File: src/gdeio_regs.svh
// Purpose: register map, field positions and reset values of the pad cell
// Assumes: 32-bit AXI4-Lite data, one aligned word per register
// Notes:   included by the top module and the bench
`ifndef GDEIO_REGS_SVH
`define GDEIO_REGS_SVH

// ==========================================================================
// register byte offsets
`define GDEIO_CFG_ADDR     4'h0
`define GDEIO_CAPDIV_ADDR  4'h4
`define GDEIO_DRVDIV_ADDR  4'h8
`define GDEIO_STATUS_ADDR  4'hC

// ==========================================================================
// configuration fields
`define GDEIO_CFG_IN_REG      0
`define GDEIO_CFG_IN_FALL     1
`define GDEIO_CFG_OUT_REG     2
`define GDEIO_CFG_OUT_FALL    3
`define GDEIO_CFG_OUT_INV     4
`define GDEIO_CFG_OE_REG      5
`define GDEIO_CFG_OE_FALL     6
`define GDEIO_CFG_IN_DUAL     7
`define GDEIO_CFG_OUT_DUAL    8
`define GDEIO_CFG_IN_RESYNC   9
`define GDEIO_CFG_OUT_RESYNC  10
`define GDEIO_CFG_ROUTE_LO    11
`define GDEIO_CFG_ROUTE_HI    12
`define GDEIO_CFG_W           13
`define GDEIO_CFG_RST         13'h0000

// ==========================================================================
// status fields
`define GDEIO_ST_RX_LO     0
`define GDEIO_ST_RX_HI     1
`define GDEIO_ST_PAD       2
`define GDEIO_ST_REJECT    3
`define GDEIO_ST_STALL     4
`define GDEIO_ST_OE        5

// ==========================================================================
// divider half period, in clock cycles
`define GDEIO_DIV_RST      16'h0001

// ==========================================================================
// AXI responses
`define GDEIO_RESP_OKAY    2'h0
`define GDEIO_RESP_SLVERR  2'h2

`endif

File: src/gdeio_pkg.sv
// Purpose: shared types of the pad cell
// Assumes: nothing
// Notes:   offsets and fields live in gdeio_regs.svh
package gdeio_pkg;

  // ========================================================================
  // bus slave states
  typedef enum logic {
    GDEIO_WS_COLLECT,
    GDEIO_WS_RESP
  } gdeio_wr_state_t;

  typedef enum logic {
    GDEIO_RS_IDLE,
    GDEIO_RS_DATA
  } gdeio_rd_state_t;

endpackage

File: src/gdeio_top.sv
// Purpose: I/O logic of one general-purpose pad with dual-edge transfer
// Assumes: one 250 MHz clock; capture and drive clocks are enable pulses
// Notes:   registers reached over AXI4-Lite; received words pass a FIFO
`timescale 1ns/1ps
`include "gdeio_regs.svh"

// Function
// - receive bit 0 carries the pad input, and in dual-edge mode bit 0 is the rising sample and bit 1 the falling sample.
// - drive bit 0 is the pad output, and in dual-edge mode bit 0 goes out in the rising half and bit 1 in the falling half.
// - with no input register the pad feeds an unregistered bypass that can reach clock, control or reference nets.
// - the drive enable from the core may pass through an optional register chosen by configuration.
// - output data and drive enable registers run on the drive clock.
// - input capture registers run on an independent capture clock.
// - dual-edge mode samples or launches on both edges and moves two bits per cycle to the core.
// - normal dual-edge timing exchanges each bit at its own edge, resync timing exchanges both on the rising edge.
// - in resync input mode the falling sample is held half a cycle so both bits change at the rising edge.
// - a pad that reuses a differential pair refuses dual-edge mode.
// - each register stage picks its edge, paths register independently, and the output register may invert.
module gdeio_top import gdeio_pkg::*; #(
  parameter int DIV_W        = 16,
  parameter int FIFO_DEPTH   = 32,
  parameter bit PAIR_REUSE   = 1'b0
) (
  // clock and reset
  input  wire logic        clock,
  input  wire logic        rst,
  // AXI4-Lite write
  input  wire logic [3:0]  s_axi_awaddr,
  input  wire logic        s_axi_awvalid,
  output logic             s_axi_awready,
  input  wire logic [31:0] s_axi_wdata,
  input  wire logic [3:0]  s_axi_wstrb,
  input  wire logic        s_axi_wvalid,
  output logic             s_axi_wready,
  output logic [1:0]       s_axi_bresp,
  output logic             s_axi_bvalid,
  input  wire logic        s_axi_bready,
  // AXI4-Lite read
  input  wire logic [3:0]  s_axi_araddr,
  input  wire logic        s_axi_arvalid,
  output logic             s_axi_arready,
  output logic [31:0]      s_axi_rdata,
  output logic [1:0]       s_axi_rresp,
  output logic             s_axi_rvalid,
  input  wire logic        s_axi_rready,
  // core side
  input  wire logic [1:0]  pad_drive_bits,
  input  wire logic        pad_drive_enable,
  output logic [1:0]       core_receive_bits,
  output logic             core_receive_valid,
  input  wire logic        core_receive_ready,
  // bypass routes
  output logic             bypass_path,
  output logic             global_clock_net,
  output logic             global_control_net,
  output logic             synth_reference_input,
  output logic             camera_link_reference_input,
  // pad
  input  wire logic        pad_in,
  output logic             pad_out,
  output logic             pad_oe
);

  // ========================================================================
  // parameter check
  generate
    if (DIV_W < 2 || DIV_W > 32 || FIFO_DEPTH < 2) begin : g_bad
      $error("gdeio_top: DIV_W must be 2..32 and FIFO_DEPTH >= 2");
    end
  endgenerate

  // ========================================================================
  // register bus
  gdeio_wr_state_t           wr_state;
  gdeio_wr_state_t           next_wr_state;
  gdeio_rd_state_t           rd_state;
  gdeio_rd_state_t           next_rd_state;
  logic                      aw_got;
  logic                      next_aw_got;
  logic                      w_got;
  logic                      next_w_got;
  logic [3:0]                aw_addr;
  logic [3:0]                next_aw_addr;
  logic [31:0]               w_data;
  logic [31:0]               next_w_data;
  logic [3:0]                w_strb;
  logic [3:0]                next_w_strb;
  logic [1:0]                bresp;
  logic [1:0]                next_bresp;
  logic [31:0]               rdata;
  logic [31:0]               next_rdata;
  logic [1:0]                rresp;
  logic [1:0]                next_rresp;
  logic                      do_write;
  logic [31:0]               merged;
  logic [31:0]               status_word;

  // configuration and status
  logic [`GDEIO_CFG_W-1:0]   cfg;
  logic [`GDEIO_CFG_W-1:0]   next_cfg;
  logic [DIV_W-1:0]          half [2];
  logic [DIV_W-1:0]          next_half [2];
  logic                      reject;
  logic                      next_reject;
  logic                      stalled;
  logic                      next_stalled;

  assign s_axi_awready = wr_state == GDEIO_WS_COLLECT && !aw_got;
  assign s_axi_wready  = wr_state == GDEIO_WS_COLLECT && !w_got;
  assign s_axi_bvalid  = wr_state == GDEIO_WS_RESP;
  assign s_axi_bresp   = bresp;
  assign s_axi_arready = rd_state == GDEIO_RS_IDLE;
  assign s_axi_rvalid  = rd_state == GDEIO_RS_DATA;
  assign s_axi_rdata   = rdata;
  assign s_axi_rresp   = rresp;

  always_comb begin
    merged = 32'h0;
    for (int b = 0; b < 4; b++) begin
      merged[b*8 +: 8] = w_data[b*8 +: 8];
    end
  end

  always_comb begin
    next_wr_state = wr_state;
    next_aw_got   = aw_got;
    next_w_got    = w_got;
    next_aw_addr  = aw_addr;
    next_w_data   = w_data;
    next_w_strb   = w_strb;
    next_bresp    = bresp;
    do_write      = 1'b0;
    unique case (wr_state)
      GDEIO_WS_COLLECT: begin
        if (s_axi_awvalid && !aw_got) begin
          next_aw_got  = 1'b1;
          next_aw_addr = s_axi_awaddr;
        end
        if (s_axi_wvalid && !w_got) begin
          next_w_got  = 1'b1;
          next_w_data = s_axi_wdata;
          next_w_strb = s_axi_wstrb;
        end
        if (aw_got && w_got) begin
          do_write      = 1'b1;
          next_aw_got   = 1'b0;
          next_w_got    = 1'b0;
          next_wr_state = GDEIO_WS_RESP;
          next_bresp    = (aw_addr[1:0] == 2'h0) ? `GDEIO_RESP_OKAY
                                                 : `GDEIO_RESP_SLVERR;
        end
      end
      GDEIO_WS_RESP: begin
        if (s_axi_bready) begin
          next_wr_state = GDEIO_WS_COLLECT;
        end
      end
    endcase
  end

  always_comb begin
    next_rd_state = rd_state;
    next_rdata    = rdata;
    next_rresp    = rresp;
    unique case (rd_state)
      GDEIO_RS_IDLE: begin
        if (s_axi_arvalid) begin
          next_rd_state = GDEIO_RS_DATA;
          next_rresp    = `GDEIO_RESP_OKAY;
          next_rdata    = 32'h0;
          if (s_axi_araddr[1:0] != 2'h0) begin
            next_rresp = `GDEIO_RESP_SLVERR;
          end else begin
            unique case (s_axi_araddr)
              `GDEIO_CFG_ADDR:    next_rdata = 32'(cfg);
              `GDEIO_CAPDIV_ADDR: next_rdata = 32'(half[0]);
              `GDEIO_DRVDIV_ADDR: next_rdata = 32'(half[1]);
              `GDEIO_STATUS_ADDR: next_rdata = status_word;
              default:            next_rresp = `GDEIO_RESP_SLVERR;
            endcase
          end
        end
      end
      GDEIO_RS_DATA: begin
        if (s_axi_rready) begin
          next_rd_state = GDEIO_RS_IDLE;
        end
      end
    endcase
  end

  always_ff @(posedge clock) begin
    if (rst) begin
      wr_state <= GDEIO_WS_COLLECT;
      rd_state <= GDEIO_RS_IDLE;
      aw_got   <= 1'b0;
      w_got    <= 1'b0;
      aw_addr  <= 4'h0;
      w_data   <= 32'h0;
      w_strb   <= 4'h0;
      bresp    <= 2'h0;
      rdata    <= 32'h0;
      rresp    <= 2'h0;
    end else begin
      wr_state <= next_wr_state;
      rd_state <= next_rd_state;
      aw_got   <= next_aw_got;
      w_got    <= next_w_got;
      aw_addr  <= next_aw_addr;
      w_data   <= next_w_data;
      w_strb   <= next_w_strb;
      bresp    <= next_bresp;
      rdata    <= next_rdata;
      rresp    <= next_rresp;
    end
  end

  // ========================================================================
  // register writes
  logic cap_block;

  always_comb begin
    next_cfg     = cfg;
    next_half    = half;
    next_reject  = reject;
    next_stalled = stalled;
    if (do_write && w_strb[0] && aw_addr == `GDEIO_STATUS_ADDR) begin
      if (merged[`GDEIO_ST_REJECT]) next_reject = 1'b0;
      if (merged[`GDEIO_ST_STALL])  next_stalled = 1'b0;
    end
    if (do_write && aw_addr == `GDEIO_CFG_ADDR && w_strb[0] && w_strb[1]) begin
      next_cfg = merged[`GDEIO_CFG_W-1:0];
      if (PAIR_REUSE) begin
        next_cfg[`GDEIO_CFG_IN_DUAL]  = 1'b0;
        next_cfg[`GDEIO_CFG_OUT_DUAL] = 1'b0;
        if (merged[`GDEIO_CFG_IN_DUAL] || merged[`GDEIO_CFG_OUT_DUAL]) begin
          next_reject = 1'b1;
        end
      end
    end
    if (do_write && aw_addr == `GDEIO_CAPDIV_ADDR) begin
      next_half[0] = merged[DIV_W-1:0];
    end
    if (do_write && aw_addr == `GDEIO_DRVDIV_ADDR) begin
      next_half[1] = merged[DIV_W-1:0];
    end
    if (cap_block) begin
      next_stalled = 1'b1;
    end
  end

  always_ff @(posedge clock) begin
    if (rst) begin
      cfg     <= `GDEIO_CFG_RST;
      half[0] <= DIV_W'(`GDEIO_DIV_RST);
      half[1] <= DIV_W'(`GDEIO_DIV_RST);
      reject  <= 1'b0;
      stalled <= 1'b0;
    end else begin
      cfg     <= next_cfg;
      half    <= next_half;
      reject  <= next_reject;
      stalled <= next_stalled;
    end
  end

  // ========================================================================
  // capture (index 0) and drive (index 1) clock dividers
  logic [DIV_W-1:0] div_cnt [2];
  logic             div_phase [2];
  logic             div_run [2];
  logic             div_rise [2];
  logic             div_fall [2];
  logic             fifo_in_ready;

  assign div_run[0] = fifo_in_ready; // capture stalls while the FIFO is full
  assign div_run[1] = 1'b1;

  generate
    for (genvar i = 0; i < 2; i++) begin : g_div
      logic [DIV_W-1:0] next_cnt;
      logic             next_phase;
      logic             tick;
      always_comb begin
        tick       = div_cnt[i] + 1'b1 >= half[i];
        next_cnt   = div_cnt[i];
        next_phase = div_phase[i];
        if (div_run[i]) begin
          next_cnt = tick ? '0 : div_cnt[i] + 1'b1;
          if (tick) next_phase = !div_phase[i];
        end
      end
      assign div_rise[i] = div_run[i] && tick && !div_phase[i];
      assign div_fall[i] = div_run[i] && tick && div_phase[i];
      always_ff @(posedge clock) begin
        if (rst) begin
          div_cnt[i]   <= '0;
          div_phase[i] <= 1'b0;
        end else begin
          div_cnt[i]   <= next_cnt;
          div_phase[i] <= next_phase;
        end
      end
    end
  endgenerate

  assign cap_block = !fifo_in_ready && cfg[`GDEIO_CFG_IN_REG];

  // ========================================================================
  // input capture path
  logic       rise_smp;
  logic       next_rise_smp;
  logic       fall_smp;
  logic       next_fall_smp;
  logic       push;
  logic [1:0] push_word;
  logic       cap_edge;

  assign cap_edge = cfg[`GDEIO_CFG_IN_FALL] ? div_fall[0] : div_rise[0];

  always_comb begin
    next_rise_smp = rise_smp;
    next_fall_smp = fall_smp;
    push          = 1'b0;
    push_word     = {fall_smp, rise_smp};
    if (cfg[`GDEIO_CFG_IN_REG]) begin
      if (cfg[`GDEIO_CFG_IN_DUAL]) begin
        if (div_rise[0]) begin
          next_rise_smp = pad_in;
          push          = 1'b1;
          push_word     = {fall_smp, pad_in};
        end
        if (div_fall[0]) begin
          next_fall_smp = pad_in;
          if (!cfg[`GDEIO_CFG_IN_RESYNC]) begin
            push      = 1'b1;
            push_word = {pad_in, rise_smp};
          end
        end
      end else if (cap_edge) begin
        next_rise_smp = pad_in;
        push          = 1'b1;
        push_word     = {1'b0, pad_in};
      end
    end
  end

  always_ff @(posedge clock) begin
    if (rst) begin
      rise_smp <= 1'b0;
      fall_smp <= 1'b0;
    end else begin
      rise_smp <= next_rise_smp;
      fall_smp <= next_fall_smp;
    end
  end

  // ========================================================================
  // receive buffer and core-side output stage
  logic       fifo_out_valid;
  logic       fifo_out_ready;
  logic [1:0] fifo_out_data;
  logic       rx_valid;
  logic       next_rx_valid;
  logic [1:0] rx_bits;
  logic [1:0] next_rx_bits;

  gdeio_fifo #(
    .WIDTH (2),
    .DEPTH (FIFO_DEPTH)
  ) u_fifo (
    .clock     (clock),
    .rst       (rst),
    .in_valid  (push),
    .in_ready  (fifo_in_ready),
    .in_data   (push_word),
    .out_valid (fifo_out_valid),
    .out_ready (fifo_out_ready),
    .out_data  (fifo_out_data)
  );

  assign fifo_out_ready     = !rx_valid || core_receive_ready;
  assign core_receive_valid = rx_valid;
  assign core_receive_bits  = rx_bits;

  always_comb begin
    next_rx_valid = rx_valid;
    next_rx_bits  = rx_bits;
    if (fifo_out_ready) begin
      next_rx_valid = fifo_out_valid;
      if (fifo_out_valid) next_rx_bits = fifo_out_data;
    end
  end

  always_ff @(posedge clock) begin
    if (rst) begin
      rx_valid <= 1'b0;
      rx_bits  <= 2'h0;
    end else begin
      rx_valid <= next_rx_valid;
      rx_bits  <= next_rx_bits;
    end
  end

  // ========================================================================
  // output and enable path
  logic       obit0;
  logic       next_obit0;
  logic       obit1;
  logic       next_obit1;
  logic       opend;
  logic       next_opend;
  logic       oe_q;
  logic       next_oe_q;
  logic       inv;
  logic       drv_edge;
  logic       oe_edge;

  assign inv      = cfg[`GDEIO_CFG_OUT_INV];
  assign drv_edge = cfg[`GDEIO_CFG_OUT_FALL] ? div_fall[1] : div_rise[1];
  assign oe_edge  = cfg[`GDEIO_CFG_OE_FALL] ? div_fall[1] : div_rise[1];

  always_comb begin
    next_obit0 = obit0;
    next_obit1 = obit1;
    next_opend = opend;
    next_oe_q  = oe_q;
    if (cfg[`GDEIO_CFG_OUT_DUAL]) begin
      if (div_rise[1]) begin
        next_obit0 = pad_drive_bits[0] ^ inv;
        next_opend = pad_drive_bits[1] ^ inv;
      end
      if (div_fall[1]) begin
        next_obit1 = cfg[`GDEIO_CFG_OUT_RESYNC] ? opend
                                                : pad_drive_bits[1] ^ inv;
      end
    end else if (cfg[`GDEIO_CFG_OUT_REG] && drv_edge) begin
      next_obit0 = pad_drive_bits[0] ^ inv;
    end
    if (cfg[`GDEIO_CFG_OE_REG] && oe_edge) begin
      next_oe_q = pad_drive_enable;
    end
  end

  always_ff @(posedge clock) begin
    if (rst) begin
      obit0 <= 1'b0;
      obit1 <= 1'b0;
      opend <= 1'b0;
      oe_q  <= 1'b0;
    end else begin
      obit0 <= next_obit0;
      obit1 <= next_obit1;
      opend <= next_opend;
      oe_q  <= next_oe_q;
    end
  end

  // rising half of the drive clock sends bit 0, falling half bit 1
  always_comb begin
    if (cfg[`GDEIO_CFG_OUT_DUAL]) begin
      pad_out = div_phase[1] ? obit0 : obit1;
    end else if (cfg[`GDEIO_CFG_OUT_REG]) begin
      pad_out = obit0;
    end else begin
      pad_out = pad_drive_bits[0];
    end
  end

  assign pad_oe = cfg[`GDEIO_CFG_OE_REG] ? oe_q : pad_drive_enable;

  // ========================================================================
  // bypass routes
  logic [1:0] route;

  assign route       = cfg[`GDEIO_CFG_ROUTE_HI:`GDEIO_CFG_ROUTE_LO];
  assign bypass_path = !cfg[`GDEIO_CFG_IN_REG] && pad_in;
  assign global_clock_net            = bypass_path && route == 2'h0;
  assign global_control_net          = bypass_path && route == 2'h1;
  assign synth_reference_input       = bypass_path && route == 2'h2;
  assign camera_link_reference_input = bypass_path && route == 2'h3;

  // ========================================================================
  // status word
  always_comb begin
    status_word                   = 32'h0;
    status_word[`GDEIO_ST_RX_HI:`GDEIO_ST_RX_LO] = {fall_smp, rise_smp};
    status_word[`GDEIO_ST_PAD]    = pad_in;
    status_word[`GDEIO_ST_REJECT] = reject;
    status_word[`GDEIO_ST_STALL]  = stalled;
    status_word[`GDEIO_ST_OE]     = pad_oe;
  end

endmodule // gdeio_top

File: src/gdeio_fifo.sv
// Purpose: flip-flop FIFO with valid/ready on both sides
// Assumes: single clock, synchronous active-high reset
// Notes:   depth must be a power of two
`timescale 1ns/1ps
module gdeio_fifo #(
  parameter int WIDTH = 2,
  parameter int DEPTH = 32
) (
  // clock and reset
  input  wire logic             clock,
  input  wire logic             rst,
  // fill side
  input  wire logic             in_valid,
  output logic                  in_ready,
  input  wire logic [WIDTH-1:0] in_data,
  // drain side
  output logic                  out_valid,
  input  wire logic             out_ready,
  output logic      [WIDTH-1:0] out_data
);

  localparam int AW = $clog2(DEPTH);

  // ========================================================================
  // parameter check
  generate
    if (DEPTH < 2 || (1 << AW) != DEPTH || WIDTH < 1) begin : g_bad
      $error("gdeio_fifo: DEPTH must be a power of two >= 2");
    end
  endgenerate

  logic [WIDTH-1:0] mem [DEPTH];
  logic [AW:0]      wr_ptr;
  logic [AW:0]      rd_ptr;
  logic [AW:0]      next_wr_ptr;
  logic [AW:0]      next_rd_ptr;
  logic             push;
  logic             pop;

  assign in_ready  = (wr_ptr - rd_ptr) != (AW+1)'(DEPTH);
  assign out_valid = wr_ptr != rd_ptr;
  assign out_data  = mem[rd_ptr[AW-1:0]];
  assign push      = in_valid && in_ready;
  assign pop       = out_valid && out_ready;

  // ========================================================================
  // pointers
  always_comb begin
    next_wr_ptr = push ? wr_ptr + 1'b1 : wr_ptr;
    next_rd_ptr = pop ? rd_ptr + 1'b1 : rd_ptr;
  end

  always_ff @(posedge clock) begin
    if (rst) begin
      wr_ptr <= '0;
      rd_ptr <= '0;
    end else begin
      wr_ptr <= next_wr_ptr;
      rd_ptr <= next_rd_ptr;
    end
  end

  always_ff @(posedge clock) begin
    if (push) begin
      mem[wr_ptr[AW-1:0]] <= in_data;
    end
  end

endmodule // gdeio_fifo

File: config.mk
export PLATFORM = sky130hd
export DESIGN_NAME = gdeio_top
export DESIGN_NICKNAME = d
export VERILOG_FILES = /design/src/gdeio_pkg.sv /design/src/gdeio_top.sv /design/src/gdeio_fifo.sv
export VERILOG_INCLUDE_DIRS = /design/src
export SDC_FILE = /design/constraint.sdc
export NUM_CORES = 1
export LEC_CHECK = 0
export ABC_AREA = 1
export BUFFER_PORTS_ARGS = -buffer_cell sky130_fd_sc_hd__buf_4
export CAP_MARGIN = 20
export CORE_UTILIZATION = 64
export DETAILED_ROUTE_END_ITERATION = 10
export PLACE_DENSITY_LB_ADDON = 0.08
export SYNTH_ARGS = -nofsm -noshare
export SYNTH_HDL_FRONTEND = slang
export SYNTH_HIERARCHICAL = 1
export SYNTH_SLANG_ARGS = --single-unit
File: constraint.sdc
create_clock -name clock -period 10.1 [get_ports clock]
set_input_delay 2.02 -clock clock [delete_from_list [all_inputs] [get_ports clock]]
set_output_delay 2.02 -clock clock [all_outputs]
set_load 0.05 [all_outputs]
# After elaboration in Yosys (flattened, before gate mapping)

Memory sizes are Yosys's and may differ from the RTL's. A register that Yosys moved wholly into a read port is not among the register bits.
Cells that the tools add are included.

Output and inout bits: 51
Word-level logic and storage cells: 174
Bits in registers: 127
Memories: 3
Bits in writable memories: 98
Input bits: 56

Order comparisons: 2
Muxes and demuxes: 60
Add/subtract/negate cells: 5
Reduce and logical (&&, ||, !) cells: 60
Eq/ne operators: 13
Bitwise gates (word level): 8

Memories:

| memory     | depth | width | rd ports | clocked after Yosys merged registers in | wr ports | RTL line         | RTL |
|---|---|---|---|---|---|---|---|
| u_fifo.mem | 32    | 2     | 1        | 1                                       | 1        | gdeio_fifo.sv:32 | `logic [WIDTH-1:0] mem [DEPTH];` |
| div_cnt    | 2     | 16    | 2        | 0                                       | 2        | gdeio_top.sv:269 | `logic [DIV_W-1:0] div_cnt [2];` |
| div_phase  | 2     | 1     | 2        | 0                                       | 2        | gdeio_top.sv:270 | `logic div_phase [2];` |

Operator list:

| cell                                                  | count |
|---|---|
| 2-to-1 mux 16 bit                                     | 6 |
| case mux 16 bit (4 select lines)                      | 1 |
| 2-to-1 mux 1 bit                                      | 43 |
| adder 16 x 1 -> 16 bit, second input constant         | 2 |
| greater-or-equal comparator 16 bit                    | 2 |
| logical AND 1 bit                                     | 27 |
| AND reduction 2 bit                                   | 11 |
| equality test 4 bit, second input constant            | 4 |
| 2-to-1 mux 2 bit                                      | 8 |
| nonzero test 2 bit                                    | 7 |
| adder 6 x 1 -> 6 bit, second input constant           | 2 |
| equality test 4 x 3 -> 1 bit, second input constant   | 2 |
| zero test 4 bit                                       | 2 |
| zero test 1 bit                                       | 7 |
| inequality test 6 bit                                 | 1 |
| inequality test 6 bit, second input constant          | 1 |
| AND reduction 3 bit                                   | 2 |
| subtractor 6 bit                                      | 1 |
| equality test 2 bit, second input constant            | 2 |
| zero test 2 bit                                       | 2 |
| inequality test 2 x 1 -> 1 bit, second input constant | 2 |
| OR 1 bit                                              | 4 |
| case mux 1 bit (2 select lines)                       | 2 |
| OR reduction 4 bit                                    | 1 |
| other kinds (4)                                       | 6 |

# Depth between registers and ports, before layout

An unclocked memory read counts as a cell.

Depth in word-level cells: 13
Depth in mapped cells: 25
Gate-level depth less buffers: 25

# By module

Netlist, hierarchy kept.

By module, submodules not included:

| module     | sequential area each (µm²) | times used | area each (µm²) | cells an instance |
|---|---|---|---|---|
| gdeio_top  | 2662.6                     | 1          | 6643.9          | 902 |
| gdeio_fifo | 2262.2                     | 1          | 3763.6          | 366 |

# Least setup slack after synthesis

No wires, ideal clock.

Path kind: input port to output port
Start point: input port pad_in
End point: output port camera_link_reference_input
Required time: 8.080 ns
Buffers on the path: 0
Arrival time: 4.020 ns
Path slack: 4.060 ns
Stages: 4
Cells stage by stage: inv_1 > nor2_1 > inv_1 > nor3_1

Longest elaborated chain between the ends: 2

RTL lines:

| item                  | RTL line         | RTL |
|---|---|---|
| from (decl)           | gdeio_top.sv:59  | `input wire logic pad_in,` |
| logical AND 1 bit     | gdeio_top.sv:477 | `` assign bypass_path = !cfg[`GDEIO_CFG_IN_REG] && pad_in; `` |
| named net bypass_path | gdeio_top.sv:53  | `output logic bypass_path,` |
| logical AND 1 bit     | gdeio_top.sv:481 | `assign camera_link_reference_input = bypass_path && route == 2'h3;` |
| to (decl)             | gdeio_top.sv:57  | `output logic camera_link_reference_input,` |

The timed path passes the listed nets, and every way through them passes these cells.

# Final worst setup path

Start point: input port pad_in
End point: output port camera_link_reference_input

Longest elaborated chain between the ends: 2

RTL lines:

| item              | RTL line |
|---|---|
| logical AND 1 bit | gdeio_top.sv:477 |
| logical AND 1 bit | gdeio_top.sv:481 |

Every way passes these cells.

==> metrics <==
status=complete, no violations; Die W=between 100 and 150 µm; area fraction in compound gates after synthesis=0.154; die footprint=0.0168 mm²; Crit. Startpoint=pad_in; share of cells above drive strength 1=0.113; CTS Sinks=around 210; via count=~8600; Crit Path Max Fanout=4; critical path depth=6; GRT overflow=0; Area Overhead vs Synth=13.0%; Antenna Nets Post-Route=0; post-cts sizing count=0; worst-skew pair later-pin latency=around 0.52 ns; Initial DRT Pass Iterations=5; worst slew pin tran=between 1 and 1.5 ns; post-DP HPWL=roughly 17 mm; drt via density=between 5 and 6; largest net degree at the start of global routing=slightly below 60; Worst Path Arrival=a little under 3 ns; core area=0.0159 mm²; top cell type's share of synthesized area=0.289; row count=between 40 and 50; Final Max Slew Viols=0; vias in the first global route=between 7000 and 8000; CP endpoint kind=output pin; Final TNS setup=0 ns; Starting DRT DRC Count=694; ranking of synthesized cells by area=dfxtp_1 29%, edfxtp_1 18%, nand2_1 7.7%, a21oi_1 5.7%, inv_1 5.6%; r2r setup slk=approximately 5.4 ns; Power Density=between 150 and 200 mW/mm²; Clock Skews=0.0134 ns; # IOs=roughly 110; post-synthesis simple-gate area fraction=0.206; Setup-failing EPs final=0; ant diodes=0; CTS clk-pin slew, worst paths=0.06 ns; min Tclk post-route=between 4 and 5 ns; post-route clock period utilization=0.492; f_max=just over 200 MHz; cts hold-fix bufs=0; Hold Vio Cnt, Final=0; FF+latch count, synth=214; initial core utilization=0.655; Seq. cell area=roughly 0.005 mm²; post-synthesis adder-cell area fraction=0.0529; kind of cell adding the most delay to the critical path=buffers and inverters; total CTS buffers=23; most instantiated cells after synthesis=214 x nand2_1, 154 x inv_1, 150 x dfxtp_1, 131 x nor2_1, 118 x a21oi_1; mapped cell area=0.0104 mm²; VDD IR max=~0.14 mV; Post-synth EDFFs=between 60 and 70; sequential area share after synthesis=0.473; Worst Hold Slack=0.461 ns; Setup Fix Bufs, Post-CTS=0; Syn Area/Cell=about 8 µm²; CP max stage cell=buf_4; CP Launch Type=input port; most common cell in the synthesized netlist=nand2_1; Port Buffer Count=70; xor and xnor area share after synthesis=0.0225; FILL cells=around 1300; overall global routing resource usage=0.291; Critical Path RT=~8 ns; max-cap violation count=0; cell count of the worst reg-to-reg path=21; warnings from Yosys=6; clk buf depth=3; WL/cell=between 15 and 20 µm; Synth Instances=~1300; largest family of logic cells by synthesized area=simple AND/OR/NAND/NOR gates; RSZ-0062 raised after global routing=no; CTS tree=yes; first-pass GRT wire length=between 30 and 40 mm; Max H-tree Level=1; area leader, netlist=dfxtp_1; worst-path cell chain=buf_4 -> inv_1 -> nor2_1 -> inv_1 -> nor3_1 -> buf_4; Worst Hold Class=reg -> reg; distinct cell type count of the synthesized netlist=52; Critical R2R Launch=div_cnt[0][0]$_SDFFE_PP0P_; max_slew headroom=0.251; gpl congestion=between 0.9 and 1; multiplexer area fraction after synthesis=0; Final nets=1421; Root Buffer=clkbuf_16; Top FF cell, synth=dfxtp_1; kind of critical path=in -> out; RR Endpoint=u_fifo/mem[11][0]$_DFFE_PP_; Die Y=130 µm; CP peak stage delay=between 0.2 and 0.25 ns; Residual DRC=0; WP buf/inv=4; Routed WL=roughly 24 mm; multi-input logic area=roughly 0.0046 mm²; initial antenna violation count=1; Leak=4.80 nW; critical path capture point=camera_link_reference_input; asr flop ratio synth=0
==> cells by family (layout without fill, tap and decap cells) <==
| group | Yosys count | in the layout |
|---|---|---|
| adders and majority gates | 44 | 44 |
| AOI/OAI and AO/OA | 279 | 279 |
| xor gates and xnor gates | 25 | 25 |
| buffers and inverters | 228 | 281 |
| and+or+nand+nor | 477 | 477 |
| other | 1 | 18 |
| DFF | 214 | 214 |
==> layout by cell type (no fill, tap or decap), types with 2 or more instances in the layout <==
cell type  instances
nor2_2             4
conb_1            18
nand2_2            6
a21oi_1          118
inv_1            154
clkinv_1           8
edfxtp_1          64
o22ai_1            3
nand4_1            5
nor3_4             3
o21bai_1          19
o221ai_1          22
nor2_4             3
nor3b_1            2
clkbuf_1           2
inv_2              3
nor2_1           131
nand3b_1           2
xor2_1            18
nand2_1          214
bufinv_16          2
clkinv_2           5
nand2_4            2
nor4_1             3
dfxtp_1          150
o211ai_1           5
o21ai_0           90
ha_1              44
clkbuf_16         24
buf_4             76
nand3_1           42
clkbuf_8           4
xnor2_1            5
nand3_2            4
o21a_1             4
nor3_1            43
and2_1             2
a211oi_1          12
nor3_2             4
nand4_2            2
==> sequential cells by signal, summed over array words and instances, names as in the netlist, 2 cells and up, named ones only <==
name and cells:
core_receive_bits 2, w_strb 2, cfg 13, u_fifo/rd_ptr 6, merged 16, div_cnt 32, s_axi_rdata 16, u_fifo/mem 64
aw_addr 4, half 32, u_fifo/wr_ptr 6, div_phase 2
==> final cells by class <==
type / count / share of cell area
sequential: 214 / 0.419
multi-input combinational: 843 / 0.391
clock buffer: 30 / 0.0564
inverter: 163 / 0.0520
timing repair buffer: 76 / 0.0485
tap: 216 / 0.0230
clock inverter: 12 / 0.0106
==> where the power goes <==
| part | leakage, nW | internal [mW] | switching [mW] |
|---|---|---|---|
| registers | 1.79 | 0.906 | 0.0296 |
| clock network | 0.389 | 0.516 | 0.344 |
| logic | 2.62 | 0.107 | 0.237 |
==> layer usage <==
layer	up-vias	global-route usage	share of wire
li1	4305	-	-
met1	3995	0.405	0.45
met2	269	0.482	0.46
met3	23	0.0367	0.071
met4	0	0.0725	0.013
met5	-	0	0
==> through the flow <==
stage | setup WS [ns] | cells | utilization | instance area, µm² | total power, mW
6_report | 5.13 | 1554 | 0.740 | 11800 | 2.14
4_1_cts | 5.13 | 1554 | 0.740 | 11800 | 2.14
5_1_grt | 5.02 | 1554 | 0.740 | 11800 | 2.22
2_1_floorplan | 4.06 | 1285 | - | 10500 | 1.21
3_3_place_gp | 5.18 | 1512 | 0.691 | 11000 | 1.28
3_5_place_dp | 5.14 | 1512 | 0.691 | 11000 | 1.29
==> worst min path at each step <==
| stage | start | end | slack, ns | cells after the start |
|---|---|---|---|---|
| 2_1_floorplan | opend$_SDFFE_PP0P_ | opend$_SDFFE_PP0P_ | 0.43 | 2 |
| 3_3_place_gp | opend$_SDFFE_PP0P_ | opend$_SDFFE_PP0P_ | 0.44 | 2 |
| 3_5_place_dp | opend$_SDFFE_PP0P_ | opend$_SDFFE_PP0P_ | 0.45 | 2 |
| 4_1_cts | opend$_SDFFE_PP0P_ | opend$_SDFFE_PP0P_ | 0.46 | 2 |
| 5_1_grt | opend$_SDFFE_PP0P_ | opend$_SDFFE_PP0P_ | 0.48 | 2 |
| 6_report | opend$_SDFFE_PP0P_ | opend$_SDFFE_PP0P_ | 0.46 | 2 |
==> worst min-delay path, stage by stage (launching register included) <==
cell     delay (ns)
dfxtp_1        0.30
inv_1          0.06
a21oi_1        0.06
No activity file was read; power rests on OpenSTA's default activity.
